### src/hw/adcsq_params.svh
// Purpose: Register map, field positions, reset values and timing counts of the sequencer.
// Assumes: APB byte addresses on PADDR[7:0], one aligned 32-bit word per register.
// Notes:   Times are held in their own unit and converted to MCLK cycles here.
`ifndef ADCSQ_PARAMS_SVH
`define ADCSQ_PARAMS_SVH

// Register byte offsets.
`define ADCSQ_OFF_CTRL0   8'h00
`define ADCSQ_OFF_CTRL1   8'h04
`define ADCSQ_OFF_RESH    8'h08
`define ADCSQ_OFF_RESL    8'h0c
`define ADCSQ_OFF_STATUS  8'h10
`define ADCSQ_OFF_AMASK   8'h14
`define ADCSQ_OFF_PORT    8'h18

// Control word 0 fields.
`define ADCSQ_CS_HI       7
`define ADCSQ_CS_LO       6
`define ADCSQ_CH_HI       5
`define ADCSQ_CH_LO       3
`define ADCSQ_GO_BIT      2
`define ADCSQ_PWR_BIT     0
// Control word 1 and status fields.
`define ADCSQ_FMT_BIT     7
`define ADCSQ_DONE_BIT    0
`define ADCSQ_INTEN_BIT   1

// Reset values.
`define ADCSQ_RST_AMASK   8'hff

// Clock select codes and divider ratios in oscillator periods.
`define ADCSQ_CS_RC       2'h3
`define ADCSQ_DIV_00      6'h02
`define ADCSQ_DIV_01      6'h08
`define ADCSQ_DIV_10      6'h20

// Timing: oscillator period, instruction cycle and sequence lengths.
`define ADCSQ_TOSC_NS     10
`define ADCSQ_TCY_NS      40
`define ADCSQ_TCY_CYC     3'((`ADCSQ_TCY_NS + `ADCSQ_TOSC_NS - 1) / `ADCSQ_TOSC_NS)
`define ADCSQ_CONV_TAD    4'hc
`define ADCSQ_HOLD_TAD    4'h2

`endif

### src/hw/adcsq_pkg.sv
// Purpose: Types shared by the conversion sequencer modules.
// Assumes: Nothing beyond the parameter header.
// Notes:   States carry no explicit codes.
package adcsq_pkg;

   typedef enum logic [2:0] {ST_OFF, ST_ACQ, ST_DELAY, ST_CONV, ST_HOLD, ST_PDOWN} adcsq_state_e;

   typedef struct packed {
      adcsq_state_e state;
      logic         go;
      logic         pwr;
      logic [1:0]   csel;
      logic [2:0]   chan;
      logic         fmt;
      logic         done;
      logic         inten;
      logic [7:0]   amask;
      logic [7:0]   res_hi;
      logic [7:0]   res_lo;
      logic [9:0]   sar;
      logic [3:0]   conv_bit_period;
      logic [2:0]   dly;
      logic         sample;
      logic         powered;
      logic         wake;
      logic [31:0]  prdata;
      logic         pready;
      logic         pslverr;
   } adcsq_seq_s;

   typedef struct packed {
      logic [4:0] cnt;
      logic       tick;
      logic       s1;
      logic       s2;
      logic       s3;
   } adcsq_tick_s;

endpackage

### src/hw/adcsq_tick_if.sv
// Purpose: Carries clock select, restart and bit-period tick between sequencer and divider.
// Assumes: One clock domain, MCLK.
// Notes:   rc_level is the raw internal RC oscillator level, not yet synchronised.
`timescale 1ns/1ps
interface adcsq_tick_if;
   logic [1:0] sel;
   logic       restart;
   logic       rc_level;
   logic       tick;
   modport seq (output sel, output restart, output rc_level, input tick);
   modport gen (input sel, input restart, input rc_level, output tick);
endinterface

### src/hw/adcsq_tick_gen.sv
// Purpose: Produces one pulse per conversion bit period from MCLK or the RC oscillator.
// Assumes: Oscillator period equals one MCLK period.
// Notes:   With a divided select, a restart realigns the period so the first segment is one full bit period; RC edges are not realigned.
`timescale 1ns/1ps
`include "adcsq_params.svh"
module adcsq_tick_gen (
   input  wire logic clk,          // MCLK
   input  wire logic rst,          // Synchronous reset, active high
   adcsq_tick_if.gen tif           // Select, restart and tick
);
   import adcsq_pkg::*;

   adcsq_tick_s r;
   adcsq_tick_s n;
   logic        rc_edge;

   // Divider ratio for each oscillator-derived select code.
   // The ratio of 32 needs a sixth bit; the counter itself only reaches 31.
   function automatic logic [5:0] div_limit(input logic [1:0] sel);
      case (sel)
         2'h0:    div_limit = `ADCSQ_DIV_00;
         2'h1:    div_limit = `ADCSQ_DIV_01;
         default: div_limit = `ADCSQ_DIV_10;
      endcase
   endfunction

   assign rc_edge = r.s2 & ~r.s3;  // Only second and third stages are examined.
   assign tif.tick = r.tick;

   // The RC level runs free of MCLK, so it passes two flops before any use.
   always_comb
   begin
      n = r;
      n.s1 = tif.rc_level;
      n.s2 = r.s1;
      n.s3 = r.s2;
      n.tick = 1'b0;
      if (tif.restart)
      begin
         n.cnt = 5'h00;
      end
      else if (tif.sel == `ADCSQ_CS_RC)
      begin
         n.tick = rc_edge;
      end
      else if ({1'b0, r.cnt} == div_limit(tif.sel) - 6'h01)
      begin
         n.cnt = 5'h00;
         n.tick = 1'b1;
      end
      else
      begin
         n.cnt = r.cnt + 5'h01;
      end
      if (rst)
      begin
         n = '0;
      end
   end

   // State register.
   always_ff @(posedge clk)
   begin
      r <= n;
   end
endmodule

### src/hw/adcsq_seq.sv
// Purpose: Conversion sequencer for a 10-bit successive-approximation converter, APB slave.
// Assumes: Analog core answers AN_COMP for the trial code within one bit period.
// Notes:   Instruction cycle is four MCLK periods; result words are never reset.
// Summary of operation
// Clock select picks 2, 8 or 32 oscillator periods per bit, or RC.
// Software keeps the bit period at or above 1.6 microseconds.
// A conversion takes twelve bit periods from start to completion.
// After completion, two bit periods pass with the hold capacitor disconnected.
// Clearing go mid-conversion aborts it and leaves the result untouched.
// After an abort, wait two bit periods, then acquire the selected channel.
// First segment after go lasts between one instruction cycle and one bit period.
// Software enables the converter before it sets go.
// Port reads show zero on every pin configured as analog input.
// Conversion ignores channel value and pin direction; driven pins convert own level.
// The result is justified by format select, six unused bits zero.
// While disabled the two result words are plain 8-bit read/write registers.
// With RC clock, conversion starts one instruction cycle after go.
// RC conversion completes in sleep, wakes if enabled, else powers down.
// Sleep with a non-RC clock aborts the conversion and powers down.
// Reset restores controls, turns the converter off and aborts conversion.
// Reset does not initialise the result words.
// Completion loads the result, clears go and sets the done flag.
// Format one: right justified; format zero: left justified.
// RC domain signals are synchronised before the sequencer uses them.
`timescale 1ns/1ps
`include "adcsq_params.svh"
module adcsq_seq (
   input  wire logic        MCLK,        // System clock, 100 MHz
   input  wire logic        RST,         // Synchronous reset, active high
   input  wire logic        PSEL,        // APB select
   input  wire logic        PENABLE,     // APB access phase
   input  wire logic        PWRITE,      // APB direction, high for write
   input  wire logic [7:0]  PADDR,       // APB byte address
   input  wire logic [31:0] PWDATA,      // APB write data
   output logic      [31:0] PRDATA,      // APB read data
   output logic             PREADY,      // APB ready
   output logic             PSLVERR,     // APB error on unmapped address
   input  wire logic        SLEEP,       // Device sleep level
   input  wire logic        RC_CLK,      // Internal RC oscillator level
   input  wire logic [7:0]  PIN_IN,      // Port pin levels
   input  wire logic        AN_COMP,     // Comparator: input at or above trial code
   output logic      [2:0]  AN_CHANNEL,  // Selected input channel
   output logic             AN_SAMPLE,   // Hold capacitor connected to channel
   output logic      [9:0]  AN_TRIAL,    // Trial code for the comparator
   output logic             AN_POWER,    // Analog core powered
   output logic             WAKE,        // One-cycle wake request from sleep
   output logic             DONE_FLAG    // Conversion done flag
);
   import adcsq_pkg::*;

   adcsq_seq_s r;
   adcsq_seq_s n;
   adcsq_tick_if tif ();
   logic        rd_req;
   logic        wr_req;
   logic        wr_ctrl0;
   logic        done_set;
   logic        abort_evt;
   logic        is_rc;
   logic        go_start;

   // Places the 10-bit code in the 16-bit pair, unused bits zero.
   function automatic logic [15:0] justify(input logic fmt, input logic [9:0] code);
      justify = fmt ? {6'h00, code} : {code, 6'h00};
   endfunction

   // Flags an address that maps to no register.
   function automatic logic unmapped(input logic [7:0] addr);
      case (addr)
         `ADCSQ_OFF_CTRL0, `ADCSQ_OFF_CTRL1, `ADCSQ_OFF_RESH, `ADCSQ_OFF_RESL,
         `ADCSQ_OFF_STATUS, `ADCSQ_OFF_AMASK, `ADCSQ_OFF_PORT: unmapped = 1'b0;
         default: unmapped = 1'b1;
      endcase
   endfunction

   adcsq_tick_gen u_tick (
      .clk (MCLK),
      .rst (RST),
      .tif (tif.gen)
   );

   // The read answer is prepared in the first access cycle, the write lands with PREADY.
   assign rd_req   = PSEL & PENABLE & ~r.pready;
   assign wr_req   = PSEL & PENABLE & r.pready & PWRITE & ~r.pslverr;
   assign wr_ctrl0 = wr_req & (PADDR == `ADCSQ_OFF_CTRL0);
   assign is_rc    = r.csel == `ADCSQ_CS_RC;
   assign go_start = wr_ctrl0 & PWDATA[`ADCSQ_GO_BIT] & ~r.go & r.pwr & (r.state == ST_ACQ);
   assign tif.sel      = r.csel;
   assign tif.rc_level = RC_CLK;

   // Next-state logic: bus writes first, then the conversion sequence.
   always_comb
   begin
      n = r;
      n.pready = rd_req;
      n.wake = 1'b0;
      done_set = 1'b0;
      abort_evt = 1'b0;
      tif.restart = 1'b0;
      if (rd_req)
      begin
         n.pslverr = unmapped(PADDR);
         case (PADDR)
            `ADCSQ_OFF_CTRL0:  n.prdata = {24'h000000, r.csel, r.chan, r.go, 1'b0, r.pwr};
            `ADCSQ_OFF_CTRL1:  n.prdata = {24'h000000, r.fmt, 7'h00};
            `ADCSQ_OFF_RESH:   n.prdata = {24'h000000, r.res_hi};
            `ADCSQ_OFF_RESL:   n.prdata = {24'h000000, r.res_lo};
            `ADCSQ_OFF_STATUS: n.prdata = {30'h00000000, r.inten, r.done};
            `ADCSQ_OFF_AMASK:  n.prdata = {24'h000000, r.amask};
            `ADCSQ_OFF_PORT:   n.prdata = {24'h000000, PIN_IN & ~r.amask};
            default:           n.prdata = 32'h00000000;
         endcase
      end
      // Register writes.
      if (wr_ctrl0)
      begin
         n.csel = PWDATA[`ADCSQ_CS_HI:`ADCSQ_CS_LO];
         n.chan = PWDATA[`ADCSQ_CH_HI:`ADCSQ_CH_LO];
         n.go   = PWDATA[`ADCSQ_GO_BIT] & (r.go | go_start);  // Taken only in acquire.
         n.pwr  = PWDATA[`ADCSQ_PWR_BIT];
      end
      if (wr_req && PADDR == `ADCSQ_OFF_CTRL1)
      begin
         n.fmt = PWDATA[`ADCSQ_FMT_BIT];
      end
      if (wr_req && PADDR == `ADCSQ_OFF_AMASK)
      begin
         n.amask = PWDATA[7:0];
      end
      if (wr_req && PADDR == `ADCSQ_OFF_STATUS)
      begin
         n.inten = PWDATA[`ADCSQ_INTEN_BIT];
         if (PWDATA[`ADCSQ_DONE_BIT])
         begin
            n.done = 1'b0;
         end
      end
      // Software owns the result words only while nothing can overwrite them.
      if (wr_req && PADDR == `ADCSQ_OFF_RESH && !r.pwr)
      begin
         n.res_hi = PWDATA[7:0];
      end
      if (wr_req && PADDR == `ADCSQ_OFF_RESL && !r.pwr)
      begin
         n.res_lo = PWDATA[7:0];
      end
      // Conversion sequence.
      case (r.state)
         ST_OFF:
         begin
            if (n.pwr)
            begin
               n.state = ST_ACQ;
            end
         end
         ST_ACQ:
         begin
            if (go_start && is_rc)
            begin
               n.state = ST_DELAY;
               n.dly = 3'h0;
            end
            else if (go_start)
            begin
               n.state = ST_CONV;
               n.conv_bit_period = 4'h0;
               n.sar = 10'h000;
               tif.restart = 1'b1;
            end
            else if (SLEEP && !is_rc)
            begin
               n.state = ST_PDOWN;
            end
         end
         ST_DELAY:
         begin
            if (!n.go)
            begin
               n.state = ST_ACQ;
            end
            else if (r.dly == `ADCSQ_TCY_CYC - 3'h1)
            begin
               n.state = ST_CONV;
               n.conv_bit_period = 4'h0;
               n.sar = 10'h000;
               tif.restart = 1'b1;
            end
            else
            begin
               n.dly = r.dly + 3'h1;
            end
         end
         ST_CONV:
         begin
            if (!n.go)
            begin
               abort_evt = 1'b1;  // Result words are left as they were.
               n.state = ST_HOLD;
               n.conv_bit_period = 4'h0;
               tif.restart = 1'b1;
            end
            else if (SLEEP && !is_rc)
            begin
               abort_evt = 1'b1;
               n.go = 1'b0;
               n.state = ST_PDOWN;
            end
            else if (tif.tick)
            begin
               n.conv_bit_period = r.conv_bit_period + 4'h1;
               if (r.conv_bit_period == 4'h0)
               begin
                  n.sar[9] = 1'b1;
               end
               else if (r.conv_bit_period <= 4'ha)
               begin
                  // Bit under test is decided; the next lower bit becomes the trial.
                  n.sar[4'ha - r.conv_bit_period] = AN_COMP;
                  if (r.conv_bit_period != 4'ha)
                  begin
                     n.sar[4'h9 - r.conv_bit_period] = 1'b1;
                  end
               end
               if (r.conv_bit_period == `ADCSQ_CONV_TAD - 4'h1)
               begin
                  {n.res_hi, n.res_lo} = justify(r.fmt, r.sar);
                  n.go = 1'b0;
                  done_set = 1'b1;
                  n.wake = SLEEP & r.inten;
                  n.state = ST_HOLD;
                  n.conv_bit_period = 4'h0;
               end
            end
         end
         ST_HOLD:
         begin
            if (tif.tick)
            begin
               n.conv_bit_period = r.conv_bit_period + 4'h1;
               if (r.conv_bit_period == `ADCSQ_HOLD_TAD - 4'h1)
               begin
                  n.state = (SLEEP && !r.inten) ? ST_PDOWN : ST_ACQ;
               end
            end
         end
         ST_PDOWN:
         begin
            if (!SLEEP)
            begin
               n.state = ST_ACQ;
            end
         end
         default:
         begin
            n.state = ST_OFF;
         end
      endcase
      // Turning the converter off ends any activity at once.
      if (!n.pwr)
      begin
         n.state = ST_OFF;
         n.go = 1'b0;
      end
      // A completion in the same cycle as a software clear keeps the flag.
      n.done = n.done | done_set;
      n.sample = n.state == ST_ACQ;
      n.powered = n.state != ST_OFF && n.state != ST_PDOWN;
      if (RST)
      begin
         n = '0;
         n.state = ST_OFF;
         n.amask = `ADCSQ_RST_AMASK;
         n.res_hi = r.res_hi;
         n.res_lo = r.res_lo;
      end
   end

   // State register.
   always_ff @(posedge MCLK)
   begin
      r <= n;
   end

   // Every output comes straight from the state register.
   assign PRDATA     = r.prdata;
   assign PREADY     = r.pready;
   assign PSLVERR    = r.pslverr;
   assign AN_CHANNEL = r.chan;  // Channel passes on whatever the pin direction.
   assign AN_SAMPLE  = r.sample;
   assign AN_TRIAL   = r.sar;
   assign AN_POWER   = r.powered;
   assign WAKE       = r.wake;
   assign DONE_FLAG  = r.done;
endmodule

### config.mk
export PLATFORM = sky130hd
export DESIGN_NAME = adcsq_seq
export DESIGN_NICKNAME = d
export VERILOG_FILES = /design/src/hw/adcsq_pkg.sv /design/src/hw/adcsq_tick_if.sv /design/src/hw/adcsq_tick_gen.sv /design/src/hw/adcsq_seq.sv
export VERILOG_INCLUDE_DIRS = /design/src /design/src/hw
export SDC_FILE = /design/constraint.sdc
export NUM_CORES = 1
export LEC_CHECK = 0
export BUFFER_PORTS_ARGS = -buffer_cell sky130_fd_sc_hd__buf_2
export CAP_MARGIN = 5
export CORE_UTILIZATION = 30
export DETAILED_ROUTE_END_ITERATION = 10
export PLACE_DENSITY_LB_ADDON = 0.08
export SYNTH_ARGS = -nofsm -noshare
export SYNTH_HDL_FRONTEND = slang
export SYNTH_SLANG_ARGS = --single-unit
### constraint.sdc
create_clock -name MCLK -period 5.55 [get_ports MCLK]
set_clock_uncertainty 0.1 [all_clocks]
set_input_delay 0.2775 -clock MCLK [delete_from_list [all_inputs] [get_ports MCLK]]
set_output_delay 0.2775 -clock MCLK [all_outputs]
set_load 0.01 [all_outputs]
==> flow_summary.ini <==
[routing]
drt_first_pass_iters = 4
vias = 4067
drtIter0Drc = 250
dr_wl_met3_um = 631
wl_met2_mm = 5.89
drt-met1-wl_mm = 6.61
wl_mm = 13.3
drc_errors = 0
drtAntennaViolNets = 0
dr.max_layer_used = met4
wl_per_cell_um = 16.7
via_per_inst = 5.10

[grt]
grt_max_degree = 45
grt_pass1_wl_mm = 21.0
overflow = 0
grt_pass1_vias = 3777
antenna_found_initial = 0
grtUsageTotal = 0.167

[critical_path]
rrSetupSlack_ps = 2530
rr_startpoint = PREADY$_SDFF_PP0_
cp-startpoint = PADDR[1]
r2r_end = r[59]$_DFFE_PN_
path_buf_inv = 1
ff2ff_path_depth = 5
cp-start-kind = input pin
critical_path.max_stage_delay_ps = 1010
cp_cell_sequence = buf_2 > or4_1 > nor4_1 > a31oi_1 > nor3b_4 > o21ai_0
required_ps = 5500
crit_cells = 6
crit_family = simple AND/OR/NAND/NOR gates
critPathKind = in2reg
cp.arrival_ps = 3250
critPathCapture = r[59]$_DFFE_PN_
critPathSlowestCell = nor3b_4
critical_path.max_fanout = 34
end_kind = register

[power]
power_mw = 1.29
ir_worst_vdd_uv = 128
leakagePower_nw = 2.16
p_per_area_nw_per_um2 = 239

[cells_and_area]
syn_to_final_growth_pct = 11.6
nNetsFinal = 646
stdcell_count = 797
utilization = 0.341
layout-drive-gt1-share = 0.186
final_area_um2 = 5400
n_antenna_cell = 0

[synthesis]
synth_top_family_by_area = simple AND/OR/NAND/NOR gates
async_flop_share = 0
synth-seq-cells = 76
synth-simple-area-share = 0.212
syn_inst = 555
ys_top_cells_by_count = dfxtp_1 (60), buf_4 (45), a21oi_1 (41), nor2_1 (41)
yosysMostFrequentCell = dfxtp_1
synthAdderAreaFrac = 0.0362
synth_edf_count = 16
synthTopCellsByArea = dfxtp_1 (25%), edfxtp_1 (9.9%), mux2i_1 (7.5%)
muxShareOfSynthArea = 0.114
synth_top_cell_by_area = dfxtp_1
ys_types = 62
yosys_warnings = 0
synth_compound_area_frac = 0.172
syn_avg_cell_area_um2 = 8.71
syn_area_um2 = 4830
synth-main-ff-cell = dfxtp_1
synth_top_area_frac = 0.248
synth-seq-area-share = 0.348
synth-xor-area-share = 0.00906

[timing]
drv_slew = 0
fmax_mhz = 303
layout_setup_ws_ps = 2250
rsz0062_at_grt = false
fin_worst_hold_slack_ps = 46.0
finalHoldViolCount = 0
tightestPinTransition_ps = 1150
finalWorstPathRequiredPeriod_ps = 3300
finalSetupViolations = 0
timing.slew.headroom = 0.233
period_share = 0.594
setup_tns_ps = 0

[clock_network]
post-cts-setup-buffer-count = 0
cts_tree = yes
numCtsBuffers = 9
clock_path_buffers = 2
post_cts_resize_count = 0
cts_sinks = 76
cts-root-buf = clkbuf_16
h-tree-depth = 3
cts-hold-fix-buffers = 0
clk_pin_slew_ps = 60
insertion_delay_ps = 350

[placement]
place_area_um2 = 5080
port_buffers = 58
hpwl_mm = 9.55
place.gp.congestion = 0.826
pre_cts_ws_ps = 1910
placedCellCount = 781

[floorplan]
die_y_um = 129
die_area_um2 = 16600
coreArea_um2 = 15800
ios = 107
initial_core_util = 0.305
row_count = 46
die_x_um = 129

[flow_run]
cap_violations = 0

[status]
status = finished, final reports clean

[hold_path]
min_path_type = in2reg
==> routing by layer <==
metal  track usage  up-vias
met5             0        -
met4        0.0609        0
met3        0.0370       13
met2         0.256      128
met1         0.230     1940
li1              -     1986
==> placed cells by master, fill, tap and decap left out, types with 17 or more instances in the layout <==
cell,instances
nand3_1,18
conb_1,24
a21oi_1,41
buf_2,58
o21ai_0,30
nand2_1,36
dfxtp_1,60
mux2i_1,36
nor2_1,41
nor2b_1,17
==> how the worst min path moves through the flow <==
stage / from / end / slack (ps) / cells after the start
after floorplan: PWDATA[1] / r[71]$_SDFFE_PP1P_ / 300 / 2
after global routing: RC_CLK / u_tick.r[2]$_SDFF_PP0_ / 70 / 2
final: RC_CLK / u_tick.r[2]$_SDFF_PP0_ / 50 / 2
after global placement: PRDATA[1]$_SDFFE_PP0P_ / PRDATA[1]$_SDFFE_PP0P_ / 340 / 2
after detailed placement: PRDATA[0]$_SDFFE_PP0P_ / PRDATA[0]$_SDFFE_PP0P_ / 350 / 2
after CTS: RC_CLK / u_tick.r[2]$_SDFF_PP0_ / 30 / 2
==> registers in the layout (all words and copies together) (netlist names) <==
signal,count
AN_CHANNEL,3
AN_POWER,1
AN_SAMPLE,1
AN_TRIAL,10
DONE_FLAG,1
PRDATA,8
PREADY,1
PSLVERR,1
WAKE,1
r,38
tif.sel,2
u_tick.r,8
u_tick.tif.tick,1
==> cell type report <==
type                       count  area (um^2)
fill                        1688        10400
tap                          216          270
inverter                      14         52.6
multi-input combinational    411         2740
clock inverter                 5         67.6
timing repair buffer          64          335
clock buffer                  11          254
sequential                    76         1680
==> cells by family (layout without fill, tap and decap cells) <==
group                    after synthesis  count (layout)
adder cells (fa/ha/maj)               14              14
XOR/XNOR                               5               5
multiplexers                          52              52
AO/OA/AOI/OAI                        129             129
other                                  1              24
flip-flops                            76              76
buffers and inverters                 91              94
AND/OR/NAND/NOR                      187             187
==> power breakdown <==
group	internal, mW	switching (mW)	leakage, nW
Clock	0.382	0.256	0.157
Combinational	0.0236	0.0473	1.36
Sequential	0.575	0.00858	0.642
Total	0.980	0.312	2.16
No activity file was read; power rests on OpenSTA's default activity.
